==> config.mk <==
export PLATFORM = sky130hd
export DESIGN_NAME = frequency_threshold_trigger
export DESIGN_NICKNAME = d
export VERILOG_FILES = /design/src/pkg/freq_trig_pkg.sv /design/src/verilog/frequency_threshold_trigger.sv
export SDC_FILE = /design/constraint.sdc
export NUM_CORES = 1
export LEC_CHECK = 0
export ABC_AREA = 1
export BUFFER_PORTS_ARGS = -buffer_cell sky130_fd_sc_hd__buf_4
export CAP_MARGIN = 0
export CORE_ASPECT_RATIO = 0.8
export CORE_MARGIN = 3
export CORE_UTILIZATION = 35
export DETAILED_ROUTE_END_ITERATION = 10
export SLEW_MARGIN = 25
export SYNTH_ARGS = -nofsm -noshare
export SYNTH_HDL_FRONTEND = slang
export SYNTH_SLANG_ARGS = --single-unit
==> constraint.sdc <==
create_clock -name ref_clk -period 7.25 [get_ports ref_clk]
set_clock_uncertainty 0.15 [all_clocks]
set_input_delay 0.725 -clock ref_clk [delete_from_list [all_inputs] [get_ports ref_clk]]
set_output_delay 0.725 -clock ref_clk [all_outputs]
set_load 0.005 [all_outputs]
==> src/pkg/freq_trig_pkg.sv <==
// package: constants and carrier types of the frequency threshold trigger
package freq_trig_pkg;

    // ****************************************************************
    // clock and timebase
    // ****************************************************************
    localparam int unsigned CLK_HZ           = 25000000;
    localparam int unsigned HUNDREDTH_PER_S  = 100;
    localparam int unsigned TICK_CYCLES      = CLK_HZ / HUNDREDTH_PER_S;
    localparam int          TICK_W           = 18;

    // ****************************************************************
    // setting ranges
    // ****************************************************************
    localparam logic [13:0] THRESH_MAX       = 14'h270f;
    localparam logic [13:0] GATE_MIN         = 14'h0005;
    localparam logic [13:0] GATE_MAX         = 14'h270f;
    localparam logic [13:0] GATE_RST         = 14'h0064;
    localparam int          CNT_W            = 14;
    localparam logic [13:0] CNT_SAT          = 14'h270f;

    // ****************************************************************
    // register map
    // ****************************************************************
    localparam logic [7:0]  ADDR_ON          = 8'h00;
    localparam logic [7:0]  ADDR_OFF         = 8'h04;
    localparam logic [7:0]  ADDR_GATE        = 8'h08;
    localparam logic [7:0]  ADDR_CTRL        = 8'h0c;
    localparam logic [7:0]  ADDR_TOTAL       = 8'h10;
    localparam logic [7:0]  ADDR_STAT        = 8'h14;
    localparam int          CTRL_EXT_BIT     = 0;
    localparam int          STAT_OUT_BIT     = 0;
    localparam logic [1:0]  RESP_OKAY        = 2'b00;
    localparam logic [1:0]  RESP_SLVERR      = 2'b10;

    typedef struct packed {
        logic [13:0] on_thr;
        logic [13:0] off_thr;
        logic [13:0] gate;
        logic        gate_ext;
    } cfg_type;

endpackage

==> src/verilog/frequency_threshold_trigger.sv <==
// module: frequency threshold trigger with axi4-lite register slave
// Function
// - count only rising edges of the pulse input
// - dedicated fast input counts correctly up to five kilohertz
// - gate interval 0.05 s to 99.99 s in hundredths
// - gate interval may come from another block's actual value
// - pulses accumulated over each gate interval form the measured value
// - on>=off: high above on, low at or below off
// - on<off: high while on<=count<off
// - compare once per gate interval only
// - gate timebase is hundredths of a second only with the default TICK_CYCLES
// - one second gate gives count equal to hertz
// - measured value is total pulses in one full interval; the code saturates it at CNT_SAT (9999)
`timescale 1ns/1ps
module frequency_threshold_trigger #(
    parameter int unsigned TICK_CYCLES = freq_trig_pkg::TICK_CYCLES
) (
    input  wire logic        ref_clk,
    input  wire logic        rst,
    input  wire logic        clk_en,
    input  wire logic        pulse_in,
    input  wire logic [15:0] ext_gate_value,
    input  wire logic [7:0]  s_axi_awaddr,
    input  wire logic        s_axi_awvalid,
    output logic             s_axi_awready,
    input  wire logic [31:0] s_axi_wdata,
    input  wire logic [3:0]  s_axi_wstrb,
    input  wire logic        s_axi_wvalid,
    output logic             s_axi_wready,
    output logic [1:0]       s_axi_bresp,
    output logic             s_axi_bvalid,
    input  wire logic        s_axi_bready,
    input  wire logic [7:0]  s_axi_araddr,
    input  wire logic        s_axi_arvalid,
    output logic             s_axi_arready,
    output logic [31:0]      s_axi_rdata,
    output logic [1:0]       s_axi_rresp,
    output logic             s_axi_rvalid,
    input  wire logic        s_axi_rready,
    output logic             trig_out,
    output logic             gate_done
);

    // ****************************************************************
    // helpers
    // ****************************************************************
    function automatic logic [13:0] clamp_thr(input logic [13:0] v);
        clamp_thr = (v > freq_trig_pkg::THRESH_MAX) ? freq_trig_pkg::THRESH_MAX : v;
    endfunction

    // out-of-range referenced values round to the nearest valid gate
    function automatic logic [13:0] clamp_gate(input logic [15:0] v);
        if (v < {2'b00, freq_trig_pkg::GATE_MIN}) begin
            clamp_gate = freq_trig_pkg::GATE_MIN;
        end else if (v > {2'b00, freq_trig_pkg::GATE_MAX}) begin
            clamp_gate = freq_trig_pkg::GATE_MAX;
        end else begin
            clamp_gate = v[13:0];
        end
    endfunction

    function automatic logic [13:0] wr_field(input logic [31:0] d, input logic [3:0] s,
                                             input logic [13:0] old);
        logic [13:0] r;
        r = old;
        if (s[0]) begin
            r[7:0] = d[7:0];
        end
        if (s[1]) begin
            r[13:8] = d[13:8];
        end
        wr_field = r;
    endfunction

    // ****************************************************************
    // pulse input synchroniser and edge detect
    // ****************************************************************
    logic [2:0] sync_q, sync_d;
    logic       level_q, level_d;
    logic       rise;

    always_comb begin
        sync_d  = {sync_q[1:0], pulse_in};
        level_d = level_q;
        rise    = 1'b0;
        if (sync_q[1] == sync_q[2]) begin
            level_d = sync_q[2];
            rise    = sync_q[2] & ~level_q;
        end
    end

    always_ff @(posedge ref_clk or posedge rst) begin
        if (rst) begin
            sync_q  <= 3'b000;
            level_q <= 1'b0;
        end else if (clk_en) begin
            sync_q  <= sync_d;
            level_q <= level_d;
        end
    end

    // ****************************************************************
    // register file
    // ****************************************************************
    freq_trig_pkg::cfg_type cfg_q, cfg_d;
    logic        aw_hold_q, aw_hold_d, w_hold_q, w_hold_d;
    logic [7:0]  awaddr_q, awaddr_d;
    logic [31:0] wdata_q, wdata_d;
    logic [3:0]  wstrb_q, wstrb_d;
    logic        bvalid_q, bvalid_d, rvalid_q, rvalid_d;
    logic [1:0]  bresp_q, bresp_d, rresp_q, rresp_d;
    logic [31:0] rdata_q, rdata_d;
    logic        awready_q, awready_d, wready_q, wready_d, arready_q, arready_d;
    logic [13:0] total_q;
    logic        out_q;

    always_comb begin
        cfg_d     = cfg_q;
        aw_hold_d = aw_hold_q;
        w_hold_d  = w_hold_q;
        awaddr_d  = awaddr_q;
        wdata_d   = wdata_q;
        wstrb_d   = wstrb_q;
        bvalid_d  = bvalid_q;
        bresp_d   = bresp_q;
        rvalid_d  = rvalid_q;
        rresp_d   = rresp_q;
        rdata_d   = rdata_q;
        if (s_axi_awvalid && !aw_hold_q && !bvalid_q) begin
            aw_hold_d = 1'b1;
            awaddr_d  = s_axi_awaddr;
        end
        if (s_axi_wvalid && !w_hold_q && !bvalid_q) begin
            w_hold_d = 1'b1;
            wdata_d  = s_axi_wdata;
            wstrb_d  = s_axi_wstrb;
        end
        if (aw_hold_q && w_hold_q) begin
            aw_hold_d = 1'b0;
            w_hold_d  = 1'b0;
            bvalid_d  = 1'b1;
            bresp_d   = freq_trig_pkg::RESP_OKAY;
            unique case (awaddr_q)
                freq_trig_pkg::ADDR_ON:
                    cfg_d.on_thr = clamp_thr(wr_field(wdata_q, wstrb_q, cfg_q.on_thr));
                freq_trig_pkg::ADDR_OFF:
                    cfg_d.off_thr = clamp_thr(wr_field(wdata_q, wstrb_q, cfg_q.off_thr));
                freq_trig_pkg::ADDR_GATE:
                    cfg_d.gate = clamp_gate({2'b00, wr_field(wdata_q, wstrb_q, cfg_q.gate)});
                freq_trig_pkg::ADDR_CTRL: begin
                    if (wstrb_q[0]) begin
                        cfg_d.gate_ext = wdata_q[freq_trig_pkg::CTRL_EXT_BIT];
                    end
                end
                freq_trig_pkg::ADDR_TOTAL, freq_trig_pkg::ADDR_STAT: begin
                end
                default:
                    bresp_d = freq_trig_pkg::RESP_SLVERR;
            endcase
        end
        if (bvalid_q && s_axi_bready) begin
            bvalid_d = 1'b0;
        end
        if (s_axi_arvalid && !rvalid_q) begin
            rvalid_d = 1'b1;
            rresp_d  = freq_trig_pkg::RESP_OKAY;
            rdata_d  = 32'h0000_0000;
            unique case (s_axi_araddr)
                freq_trig_pkg::ADDR_ON:    rdata_d[13:0] = cfg_q.on_thr;
                freq_trig_pkg::ADDR_OFF:   rdata_d[13:0] = cfg_q.off_thr;
                freq_trig_pkg::ADDR_GATE:  rdata_d[13:0] = cfg_q.gate;
                freq_trig_pkg::ADDR_CTRL:  rdata_d[freq_trig_pkg::CTRL_EXT_BIT] = cfg_q.gate_ext;
                freq_trig_pkg::ADDR_TOTAL: rdata_d[13:0] = total_q;
                freq_trig_pkg::ADDR_STAT:  rdata_d[freq_trig_pkg::STAT_OUT_BIT] = out_q;
                default:                   rresp_d = freq_trig_pkg::RESP_SLVERR;
            endcase
        end else if (rvalid_q && s_axi_rready) begin
            rvalid_d = 1'b0;
        end
        // readies are registered so every bus output leaves a flop
        awready_d = ~aw_hold_d & ~bvalid_d;
        wready_d  = ~w_hold_d & ~bvalid_d;
        arready_d = ~rvalid_d;
    end

    always_ff @(posedge ref_clk or posedge rst) begin
        if (rst) begin
            cfg_q     <= '{on_thr: 14'h0000, off_thr: 14'h0000,
                           gate: freq_trig_pkg::GATE_RST, gate_ext: 1'b0};
            aw_hold_q <= 1'b0;
            w_hold_q  <= 1'b0;
            awaddr_q  <= 8'h00;
            wdata_q   <= 32'h0000_0000;
            wstrb_q   <= 4'h0;
            bvalid_q  <= 1'b0;
            bresp_q   <= 2'b00;
            rvalid_q  <= 1'b0;
            rresp_q   <= 2'b00;
            rdata_q   <= 32'h0000_0000;
            awready_q <= 1'b1;
            wready_q  <= 1'b1;
            arready_q <= 1'b1;
        end else if (clk_en) begin
            cfg_q     <= cfg_d;
            aw_hold_q <= aw_hold_d;
            w_hold_q  <= w_hold_d;
            awaddr_q  <= awaddr_d;
            wdata_q   <= wdata_d;
            wstrb_q   <= wstrb_d;
            bvalid_q  <= bvalid_d;
            bresp_q   <= bresp_d;
            rvalid_q  <= rvalid_d;
            rresp_q   <= rresp_d;
            rdata_q   <= rdata_d;
            awready_q <= awready_d;
            wready_q  <= wready_d;
            arready_q <= arready_d;
        end
    end

    assign s_axi_awready = awready_q;
    assign s_axi_wready  = wready_q;
    assign s_axi_bvalid  = bvalid_q;
    assign s_axi_bresp   = bresp_q;
    assign s_axi_arready = arready_q;
    assign s_axi_rvalid  = rvalid_q;
    assign s_axi_rresp   = rresp_q;
    assign s_axi_rdata   = rdata_q;

    // ****************************************************************
    // gate timebase, counting and evaluation
    // ****************************************************************
    logic [freq_trig_pkg::TICK_W-1:0] tick_q, tick_d;
    logic [13:0] hund_q, hund_d;
    logic [13:0] acc_q, acc_d;
    logic [13:0] total_d;
    logic        out_d, done_q, done_d;
    logic [13:0] gate_sel;
    logic        tick, boundary;

    always_comb begin
        // gate counts ticks of TICK_CYCLES clocks, hundredths of a second only with the default TICK_CYCLES
        gate_sel = cfg_q.gate_ext ? clamp_gate(ext_gate_value) : cfg_q.gate;
        tick     = (tick_q == freq_trig_pkg::TICK_W'(TICK_CYCLES - 1));
        tick_d   = tick ? '0 : tick_q + 1'b1;
        hund_d   = hund_q;
        boundary = 1'b0;
        if (tick) begin
            if (hund_q + 14'h0001 >= gate_sel) begin
                hund_d   = 14'h0000;
                boundary = 1'b1;
            end else begin
                hund_d = hund_q + 14'h0001;
            end
        end
        acc_d   = acc_q;
        total_d = total_q;
        out_d   = out_q;
        done_d  = 1'b0;
        if (boundary) begin
            // a rising edge on the boundary cycle belongs to the next interval
            acc_d   = {13'h0000, rise};
            total_d = acc_q;
            done_d  = 1'b1;
            if (cfg_q.on_thr >= cfg_q.off_thr) begin
                if (acc_q > cfg_q.on_thr) begin
                    out_d = 1'b1;
                end else if (acc_q <= cfg_q.off_thr) begin
                    out_d = 1'b0;
                end else begin
                    out_d = out_q;
                end
            end else begin
                out_d = (acc_q >= cfg_q.on_thr) && (acc_q < cfg_q.off_thr);
            end
        end else if (rise && acc_q != freq_trig_pkg::CNT_SAT) begin
            acc_d = acc_q + 14'h0001;
        end
    end

    always_ff @(posedge ref_clk or posedge rst) begin
        if (rst) begin
            tick_q  <= '0;
            hund_q  <= 14'h0000;
            acc_q   <= 14'h0000;
            total_q <= 14'h0000;
            out_q   <= 1'b0;
            done_q  <= 1'b0;
        end else if (clk_en) begin
            tick_q  <= tick_d;
            hund_q  <= hund_d;
            acc_q   <= acc_d;
            total_q <= total_d;
            out_q   <= out_d;
            done_q  <= done_d;
        end
    end

    assign trig_out  = out_q;
    assign gate_done = done_q;

endmodule

======== Word-level counts from Yosys, hierarchy flattened ========
Index checks and enable logic that the tools add are counted.
cells by class
  bitwise gates (word level) .............. 8
  equal/unequal tests ..................... 14
  multiplexer cells ....................... 48
  reduce and logical (&&, ||, !) cells .... 32
  add/sub/neg operators ................... 3
  $lt $le $gt $ge ......................... 12
operators with widths
  cell                                                         number
  two-way mux 14 bit                                           10
  two-way mux 8 bit                                            9
  two-way mux 6 bit                                            9
  one-hot mux 13 bit (4 select lines)                          1
  greater-or-equal comparator 14 bit                           3
  > comparator 14 bit, second input constant                   3
  equality test 8 x 4 -> 1 bit, second input constant          4
  equality test 8 x 5 -> 1 bit, second input constant          4
  adder 14 x 1 -> 14 bit, second input constant                2
  adder 18 x 1 -> 18 bit, second input constant                1
  equality test 18 bit, second input constant                  1
  two-way mux 18 bit                                           1
  equality test 8 x 3 -> 1 bit, second input constant          2
  > comparator 16 x 14 -> 1 bit, second input constant         1
  zero test 8 bit                                              2
  less-than comparator 16 x 3 -> 1 bit, second input constant  1
  AND reduction 2 bit                                          8
  two-way mux 1 bit                                            15
  > comparator 14 bit                                          1
  less-or-equal comparator 14 bit                              1
  less-than comparator 14 bit                                  1
  less-than comparator 14 x 3 -> 1 bit, second input constant  1
  inequality test 14 bit, second input constant                1
  AND reduction 3 bit                                          4
  11 further kinds                                             31
storage, ports and cells
  output and inout port bits .............. 43
  flip-flop bits (word level) ............. 158
  word-level logic and storage cells ...... 142

======== Logic depth before layout (Yosys ltp) ========
Gate-level depths: netlist (run 1).
  depth after elaboration ................. 9
  mapped depth ............................ 21
  mapped depth without buffers ............ 21

======== Least setup slack after synthesis (run 1) ========
Ideal clock, no wire load.
  path type ............................... input to register
  from .................................... input ext_gate_value[5]
  to ...................................... register acc_q[10]
  arrival ................................. 2.631 ns
  setup time .............................. 0.117 ns
  stages .................................. 21
  slack ................................... 4.352 ns
  buffers on the path ..................... 1
  cells stage by stage .................... nor2_1 nand2_1 nand4_1 nand3_1 nand2_1 inv_1 nor2_1 nor2_1 a21oi_1 ha_1 nand2_1 nor2_1 nand2_1 nor2_1 nor2_1 nand3_2 nand2_4 nand2_4 buf_6 nand2_1 nand2_1
between the ends
  longest elaborated chain between the ends .. 9
ends and longest elaborated chain
  item                                    line                                RTL
  from (decl)                             frequency_threshold_trigger.sv:22   input wire logic [15:0] ext_gate_value,
  > comparator 16 x 14 -> 1 bit           frequency_threshold_trigger.sv:55   end else if (v > {2'b00, freq_trig_pkg::GATE_MAX}) begin
  two-way mux 14 bit                      frequency_threshold_trigger.sv:55
  two-way mux 14 bit (*)                  frequency_threshold_trigger.sv:53   if (v < {2'b00, freq_trig_pkg::GATE_MIN}) begin
  two-way mux 14 bit (*)                  frequency_threshold_trigger.sv:243  gate_sel = cfg_q.gate_ext ? clamp_gate(ext_gate_value) : cfg_q.gate;
  greater-or-equal comparator 14 bit (*)  frequency_threshold_trigger.sv:249  if (hund_q + 14'h0001 >= gate_sel) begin
  two-way mux 1 bit (*)                   frequency_threshold_trigger.sv:249
  two-way mux 1 bit (*)                   frequency_threshold_trigger.sv:248  if (tick) begin
  nonzero test 2 bit (no line)            n/a
  AND reduction 2 bit (no line)           n/a
  to (signal assigned)                    frequency_threshold_trigger.sv:285  acc_q <= 14'h0000;
  to (signal assigned)                    frequency_threshold_trigger.sv:292  acc_q <= acc_d;
  to (decl)                               frequency_threshold_trigger.sv:235  logic [13:0] acc_q, acc_d;
Mark *: on every way between the ends. The rest lies on a longest branch, timed or not.
A chain may end at the register's enable or synchronous reset.

======== Worst setup path in the final report (run 1) ========
  from .................................... register cfg_q[0] (netlist bit)
  to ...................................... register acc_q[0]
between the ends
  longest elaborated chain between the ends .. 6
ends and longest elaborated chain
  item                                    line                                RTL
  from (decl)                             frequency_threshold_trigger.sv:105  freq_trig_pkg::cfg_type cfg_q, cfg_d;
  from (signal assigned)                  frequency_threshold_trigger.sv:188  cfg_q <= '{on_thr: 14'h0000, off_thr: 14'h0000,
  from (signal assigned)                  frequency_threshold_trigger.sv:204  cfg_q <= cfg_d;
  two-way mux 14 bit (*)                  frequency_threshold_trigger.sv:243
  greater-or-equal comparator 14 bit (*)  frequency_threshold_trigger.sv:249
  two-way mux 1 bit (*)                   frequency_threshold_trigger.sv:249
  two-way mux 1 bit (*)                   frequency_threshold_trigger.sv:248
  nonzero test 2 bit (no line)            n/a
  AND reduction 2 bit (no line)           n/a
Marks and branches as above.

==> results of run 1 <==
-- state kept, by name (all words and copies together), names as in the netlist, 2 cells and up --
register,flops
total_q,14
awaddr_q,8
acc_q,14
cfg_q,43
wstrb_q,2
wdata_q,14
tick_q,18
sync_q,3
hund_q,14
s_axi_rdata,14
-- path summary, 6_finish.rpt --
| path | endpoint | slack (ps) | cells after the start |
|---|---|---|---|
| worst max-delay path | acc_q[0]$_DFFE_PP0P_ | 3540 | 13 |
| worst min-delay path | sync_q[0]$_DFFE_PP0P_ | 320 | 2 |
| worst max register to register | acc_q[0]$_DFFE_PP0P_ | 3540 | 13 |
| worst min register to register | sync_q[0]$_DFFE_PP0P_ | 320 | 2 |
| max in group asynchronous | acc_q[1]$_DFFE_PP0P_ | 5220 | 3 |
| min in group asynchronous | sync_q[0]$_DFFE_PP0P_ | 340 | 2 |
-- cell usage after synthesis (all sizes together), types with 4 or more instances --
master / n / share of area, %
a21oi: 39 / 2.0
a31oi: 4 / 0.25
clkbuf: 9 / 0.34
nor3: 13 / 0.92
ha: 59 / 7.4
mux2: 20 / 2.3
o31ai: 7 / 0.53
nand3: 114 / 5.9
dfrtp: 150 / 38
a22oi: 6 / 0.45
clkinv: 4 / 0.15
buf: 47 / 3.4
nor2: 120 / 5.0
o21ai: 112 / 5.7
nand4: 23 / 1.6
nand2: 335 / 13
o22ai: 17 / 1.1
xor2: 29 / 2.6
nor4: 5 / 0.38
dfstp: 6 / 1.6
inv: 167 / 6.3
-- metrics by stage --
stage                     area (um^2)  cells
after global placement          10700   1712
final                           11300   1742
after floorplan                 10000   1323
after global routing            11300   1742
after CTS                       11300   1742
after detailed placement        10700   1712
-- cell families (layout without fill, tap and decap cells) --
kind of cell,after synthesis,in the layout,share of synthesized area (%)
fa+ha+maj,59,59,7.44
xor+xnor,31,31,2.74
flops,156,156,39.4
other cells,1,20,0.0378
buf+inv,227,282,10.2
compound gates,195,195,10.7
mux,21,21,2.37
simple gates,614,614,27.0
-- metal layers --
metal	GRT usage, %	wire [um]	vias up
met5	0	0	-
met4	3.28	148	0
met3	2.86	1330	12
met2	27.3	11800	206
met1	26.8	13800	4073
li1	-	-	4340
-- worst max-delay path, stage by stage, from the launching register on --
cell      delay, ps
dfrtp_1         850
clkinv_1        530
o31ai_1         450
ha_1            310
nand2_1          90
nor2_1           60
nand2_1          90
nand3_1          70
nand2_1          80
nand3_2         150
nand2_4         370
nand2_4         210
nand2_1         120
nand2_1          60
-- where the power goes --
group	switching (mW)	internal, mW	total (mW)
logic	0.685	0.365	1.05
registers	0.174	1.06	1.23
clock network	0.379	0.554	0.933
total	1.24	1.98	3.22
-- cell type report --
| class | count | area share (%) |
|---|---|---|
| repair buffers | 81 | 5.38 |
| multi-input cells | 940 | 44.9 |
| clock buffers | 19 | 3.92 |
| clock inverters | 11 | 1.42 |
| flip-flops and latches | 156 | 34.6 |
| well taps | 364 | 4.03 |
| inverters | 171 | 5.73 |
-- cells in the final DEF (no fill, tap or decap), types with 16 or more instances in the layout --
cell type / n
o22ai_1: 17
o21ai_0: 95
xor2_1: 29
mux2_2: 20
nand2_1: 331
a21oi_1: 39
nand4_1: 21
nand3_1: 110
conb_1: 20
o21ai_1: 16
dfrtp_1: 150
inv_1: 159
nor2_1: 109
buf_4: 81
ha_1: 59
clkbuf_16: 17
==> flow_summary_export.csv, run 1 <==
group,metric,value,unit
clock_tree,cts_tree,"yes",
timing,max_clk_rate,0.269,GHz
clock_tree,cts.repair.resized,0,
floorplanning,initial_utilization,36.0,%
clock_tree,holdBufCountCts,0,
setup_path,crit_type,"reg2reg",
timing,setup_total_negative_slack,0,ps
detailed_routing,drt_iter0_drc,652,
min_path,hold_class,"reg2reg",
grt,pin_count_of_the_biggest_net_entering_global_routing,102,
detailed_routing,wl,27100,um
logic_synthesis,synth_cells,1304,
setup_path,worstPathRequired,7400,ps
logic_synthesis,postSynth.asyncResetShare,100,%
logic_synthesis,postSynthRegisterBits,156,
clock_tree,clock-sinks,156,
clock_tree,clock_tree.buffer_depth,2,
floorplanning,fp.dieH,157,um
setup_path,critPathArrivalTime,3870,ps
clock_tree,worst_skew_pair.late_latency,430,ps
floorplanning,placementRows,54,
detailed_routing,num_vias,8631,
pwr,leakagePower,5.80,nW
clock_tree,clock-root-buffer,"clkbuf_16",
grt,global_route_wire_length_before_repair,43400,um
place,gp_congestion,0.904,
timing,timing.final.crit_share,51.2,%
run_status,run_status,"finished clean",
detailed_routing,post_drt_wl_per_cell,15.6,um
detailed_routing,detail_route.drc_violations,0,
floorplanning,die-area,0.0304,mm^2
grt,gr-usage-all-layers,17.8,%
layout,multiInputGateArea,0.00507,mm^2
logic_synthesis,avgSynthCellArea,7.61,um^2
timing,setup_viol,0,
clock_tree,numCtsBuffers,17,
clock_tree,clk_pin_slew,60,ps
floorplanning,placeableCoreArea,0.0276,mm^2
pwr,power-per-cell-area,285,mW/mm^2
logic_synthesis,synthFlopType,"dfrtp_1",
pwr,p_total,3.22,mW
layout,antenna_cells,0,
detailed_routing,total_iterations_of_the_first_detailed_routing_run,5,
timing,max_slew_margin,38.6,%
layout,finalCoreUtilization,41.0,%
floorplanning,fp.dieW,194,um
timing,unrepaired_setup_endpoints_after_global_routing,"false",
logic_synthesis,synth_cell_area,0.00993,mm^2
floorplanning,pin_count,120,
layout,area.sequential,0.00391,mm^2
place,place_ws,3350,ps
timing,whs,323,ps
timing,timing_max_transition_violations_final,0,
grt,grt_pass1_vias,7967,
layout,area.growth.synth_to_final,13.8,%
logic_synthesis,number_of_warnings_reported_in_the_yosys_synthesis_log,0,
logic_synthesis,yosysSeqAreaShare,39.4,%
setup_path,cp-end-kind,"flop",
grt,grt_antenna_before_repair,0,
run,drv_cap,0,
timing,final-hold-violation-count,0,
setup_path,r2r-start,"cfg_q[0]$_DFFE_PP0P_",
setup_path,cp-startpoint,"cfg_q[0]$_DFFE_PP0P_",
pwr,vdd_ir_drop_max,0.000203,V
detailed_routing,detail_route.vias_per_cell,4.95,
layout,finish.net_count,1503,
layout,layout_cell_share_with_drive_strength_beyond_1,12.6,%
grt,gr-total-overflow,0,
timing,tightest_slew,919,ps
setup_path,timing.critical_path.from_type,"flop",
logic_synthesis,synth_enable_flop_cells,0,
place,placement.io_buffers,79,
timing,worst_case_setup_margin_in_the_final_layout,3540,ps
detailed_routing,antenna_violating_nets_remaining,0,
setup_path,path_max_fanout,36,
clock_tree,post_cts.repair.setup_buffers,0,
min_path,holdCritStartpoint,"sync_q[0]$_DFFE_PP0P_",
clock_tree,h-tree-depth,4,
place,dp.final_hpwl,20500,um
timing,post-route-min-period,3710,ps
layout,layout.filler_cells,2808,
logic_synthesis,yosys.cell_types.count,47,
Note: power is estimated with default switching activity, not from simulation.
==> inputs of run 2 (changes only) <==
==> constraint.sdc (replaced) <==
create_clock -name ref_clk -period 3.8 [get_ports ref_clk]
set_clock_uncertainty 0.15 [all_clocks]
set_input_delay 0.38 -clock ref_clk [delete_from_list [all_inputs] [get_ports ref_clk]]
set_output_delay 0.38 -clock ref_clk [all_outputs]
set_load 0.005 [all_outputs]
==> flow_summary_export.csv, run 2 (synthesis results as in run 1) <==
group,metric,value,unit
run_status,run_status,"finished clean",
setup_path,cp-startpoint,"hund_q[0]$_DFFE_PP0P_",
floorplanning,placementRows,54,
layout,post_layout_inst_area,0.0113,mm^2
layout,registers_with_the_highest_flip_flop_counts,"cfg_q (43), tick_q (18)",
place,dp_cells,1718,
setup_path,critical_path.slowest_cell,"dfrtp_1",
floorplanning,die-area,0.0304,mm^2
floorplanning,placeableCoreArea,0.0276,mm^2
setup_path,critPathArrivalTime,3560,ps
floorplanning,pin_count,120,
clock_tree,clock-sinks,156,
pwr,switching_power_share_of_the_total,38.4,%
min_path,holdCritStartpoint,"s_axi_awaddr[6]",
clock_tree,cts.repair.resized,0,
floorplanning,initial_utilization,36.0,%
floorplanning,fp.dieH,157,um
setup_path,worstPathCellList,"ha_1 -> nand3_1 -> nor2_1 -> nand3_1 -> nor3_2 -> xnor2_1 -> inv_1 -> ha_1 -> nand2_1 -> nor2_1 -> nand2_1 -> nor2_1 -> nor2_1 -> nand3_2 -> nand2_4 -> buf_4 -> nand3_1 -> nand2_1",
place,dp.final_hpwl,20400,um
grt,grt_pass1_vias,8111,
timing,timing_max_transition_violations_final,0,
grt,gr-usage-all-layers,18.0,%
grt,grt_antenna_before_repair,0,
detailed_routing,drt_iter0_drc,649,
layout,mostFrequentLayoutCells,"nand2_1, inv_1, dfrtp_1",
setup_path,rr_endpoint,"acc_q[12]$_DFFE_PP0P_",
clock_tree,numCtsBuffers,17,
detailed_routing,post_drt_wl_per_cell,15.6,um
timing,unrepaired_setup_endpoints_after_global_routing,"false",
clock_tree,h-tree-depth,4,
timing,post-route-min-period,3390,ps
detailed_routing,total_iterations_of_the_first_detailed_routing_run,5,
pwr,seqPwrFrac,38.4,%
timing,setup_viol,0,
setup_path,reg2reg_setup_slack,410,ps
place,gp_congestion,0.878,
setup_path,path_max_fanout,25,
layout,mostFrequentLayoutCell,"nand2_1",
detailed_routing,detail_route.drc_violations,0,
grt,pin_count_of_the_biggest_net_entering_global_routing,157,
clock_tree,clock-root-buffer,"clkbuf_16",
setup_path,cp-end-kind,"flop",
timing,final-hold-violation-count,0,
layout,layout_cell_share_with_drive_strength_beyond_1,12.8,%
run,drv_cap,0,
floorplanning,fp.dieW,194,um
timing,tightest_slew,927,ps
pwr,power-per-cell-area,537,mW/mm^2
clock_tree,post_cts.repair.setup_buffers,0,
setup_path,worst_path_most_repeated_cell,"nor2_1",
layout,fin_cells,1750,
timing,worst_case_setup_margin_in_the_final_layout,412,ps
clock_tree,worst_skew_pair.late_latency,440,ps
layout,antenna_cells,0,
setup_path,timing.critical_path.from_type,"flop",
detailed_routing,antenna_violating_nets_remaining,0,
pwr,intPower,3.75,mW
layout,finish.net_count,1510,
setup_path,worstSetupEndpoint,"acc_q[12]$_DFFE_PP0P_",
pwr,leakagePower,5.83,nW
clock_tree,clock_tree.buffer_depth,2,
setup_path,r2r-start,"hund_q[0]$_DFFE_PP0P_",
grt,global_route_wire_length_before_repair,43500,um
detailed_routing,num_vias,8848,
place,instance_area_at_placement,0.0107,mm^2
place,place_ws,425,ps
pwr,power.combinational.fraction,33.2,%
setup_path,worstPathRequired,3970,ps
layout,area.growth.synth_to_final,14.3,%
detailed_routing,wl,27200,um
timing,setup_total_negative_slack,0,ps
setup_path,crit_type,"reg2reg",
grt,gr-total-overflow,0,
layout,layout.filler_cells,2817,
timing,timing.final.crit_share,89.2,%
timing,max_slew_margin,38.0,%
place,placement.io_buffers,79,
timing,max_clk_rate,0.295,GHz
layout,finalCoreUtilization,41.1,%
pwr,power.clock.fraction,28.4,%
setup_path,timing.critical_path.slowest_cell_delay,440,ps
pwr,p_switching,2.34,mW
layout,largest_register_ff_count,43,
pwr,p_total,6.09,mW
setup_path,r2r.worst_path.cells,18,
detailed_routing,detail_route.vias_per_cell,5.06,
clock_tree,holdBufCountCts,1,
min_path,hold_class,"in2reg",
pwr,vdd_ir_drop_max,0.000332,V
clock_tree,clk_pin_slew,60,ps
timing,whs,23.3,ps
layout,top_register,"cfg_q",
clock_tree,cts_tree,"yes",
-- run 2: changes by cell type in the layout (fill, tap and decap cells not counted), sizes merged --
cell | previous run | this run
clkinv | 6 | 5
dlygate4sd3 | 0 | 1
clkinvlp | 2 | 3
buf | 81 | 87
bufinv | 3 | 2
clkbuf | 19 | 23
inv | 171 | 169
-- run 2: final cells by class --
class	count	area (um^2)	area share, %
sequential	156	3910	34.5
clock buffer	23	478	4.21
clock inverter	8	106	0.938
tap	364	455	4.02
inverter	171	646	5.69
timing repair buffer	88	676	5.96
multi-input combinational	940	5070	44.7
-- run 2: critical path, delay by kind of cell, from the launching register on --
family	cells	cell delay, ps
xor+xnor	1	170
simple gates	13	1660
fa+ha+maj	2	500
flops	1	440
buf+inv	2	350
-- run 2: power groups by stage --
stage                     logic, mW  clock network, mW  registers (mW)
after floorplan                1.56                  0            2.23
after global placement         1.97                  0            2.35
after detailed placement       2.00                  0            2.37
after CTS                      2.02               1.77            2.34
after global routing           2.29               1.84            2.39
final                          2.02               1.73            2.34
-- run 2: per-layer routing --
layer	global-route usage [%]	up-vias	routed length, um
met5	0	-	0
met4	5.74	0	665
met3	3.08	47	1620
met2	26.1	261	11200
met1	27.3	4183	13700
li1	-	4357	-
-- run 2: worst min path at each step --
stage,end,slack (ps),cells after the start
global route,awaddr_q[0]$_DFFE_PP0P_,3,2
floorplan,sync_q[0]$_DFFE_PP0P_,290,2
global placement,cfg_q[2]$_DFFE_PP0P_,310,2
detailed placement,cfg_q[2]$_DFFE_PP0P_,320,2
CTS,awaddr_q[6]$_DFFE_PP0P_,3,2
finish,awaddr_q[6]$_DFFE_PP0P_,20,2
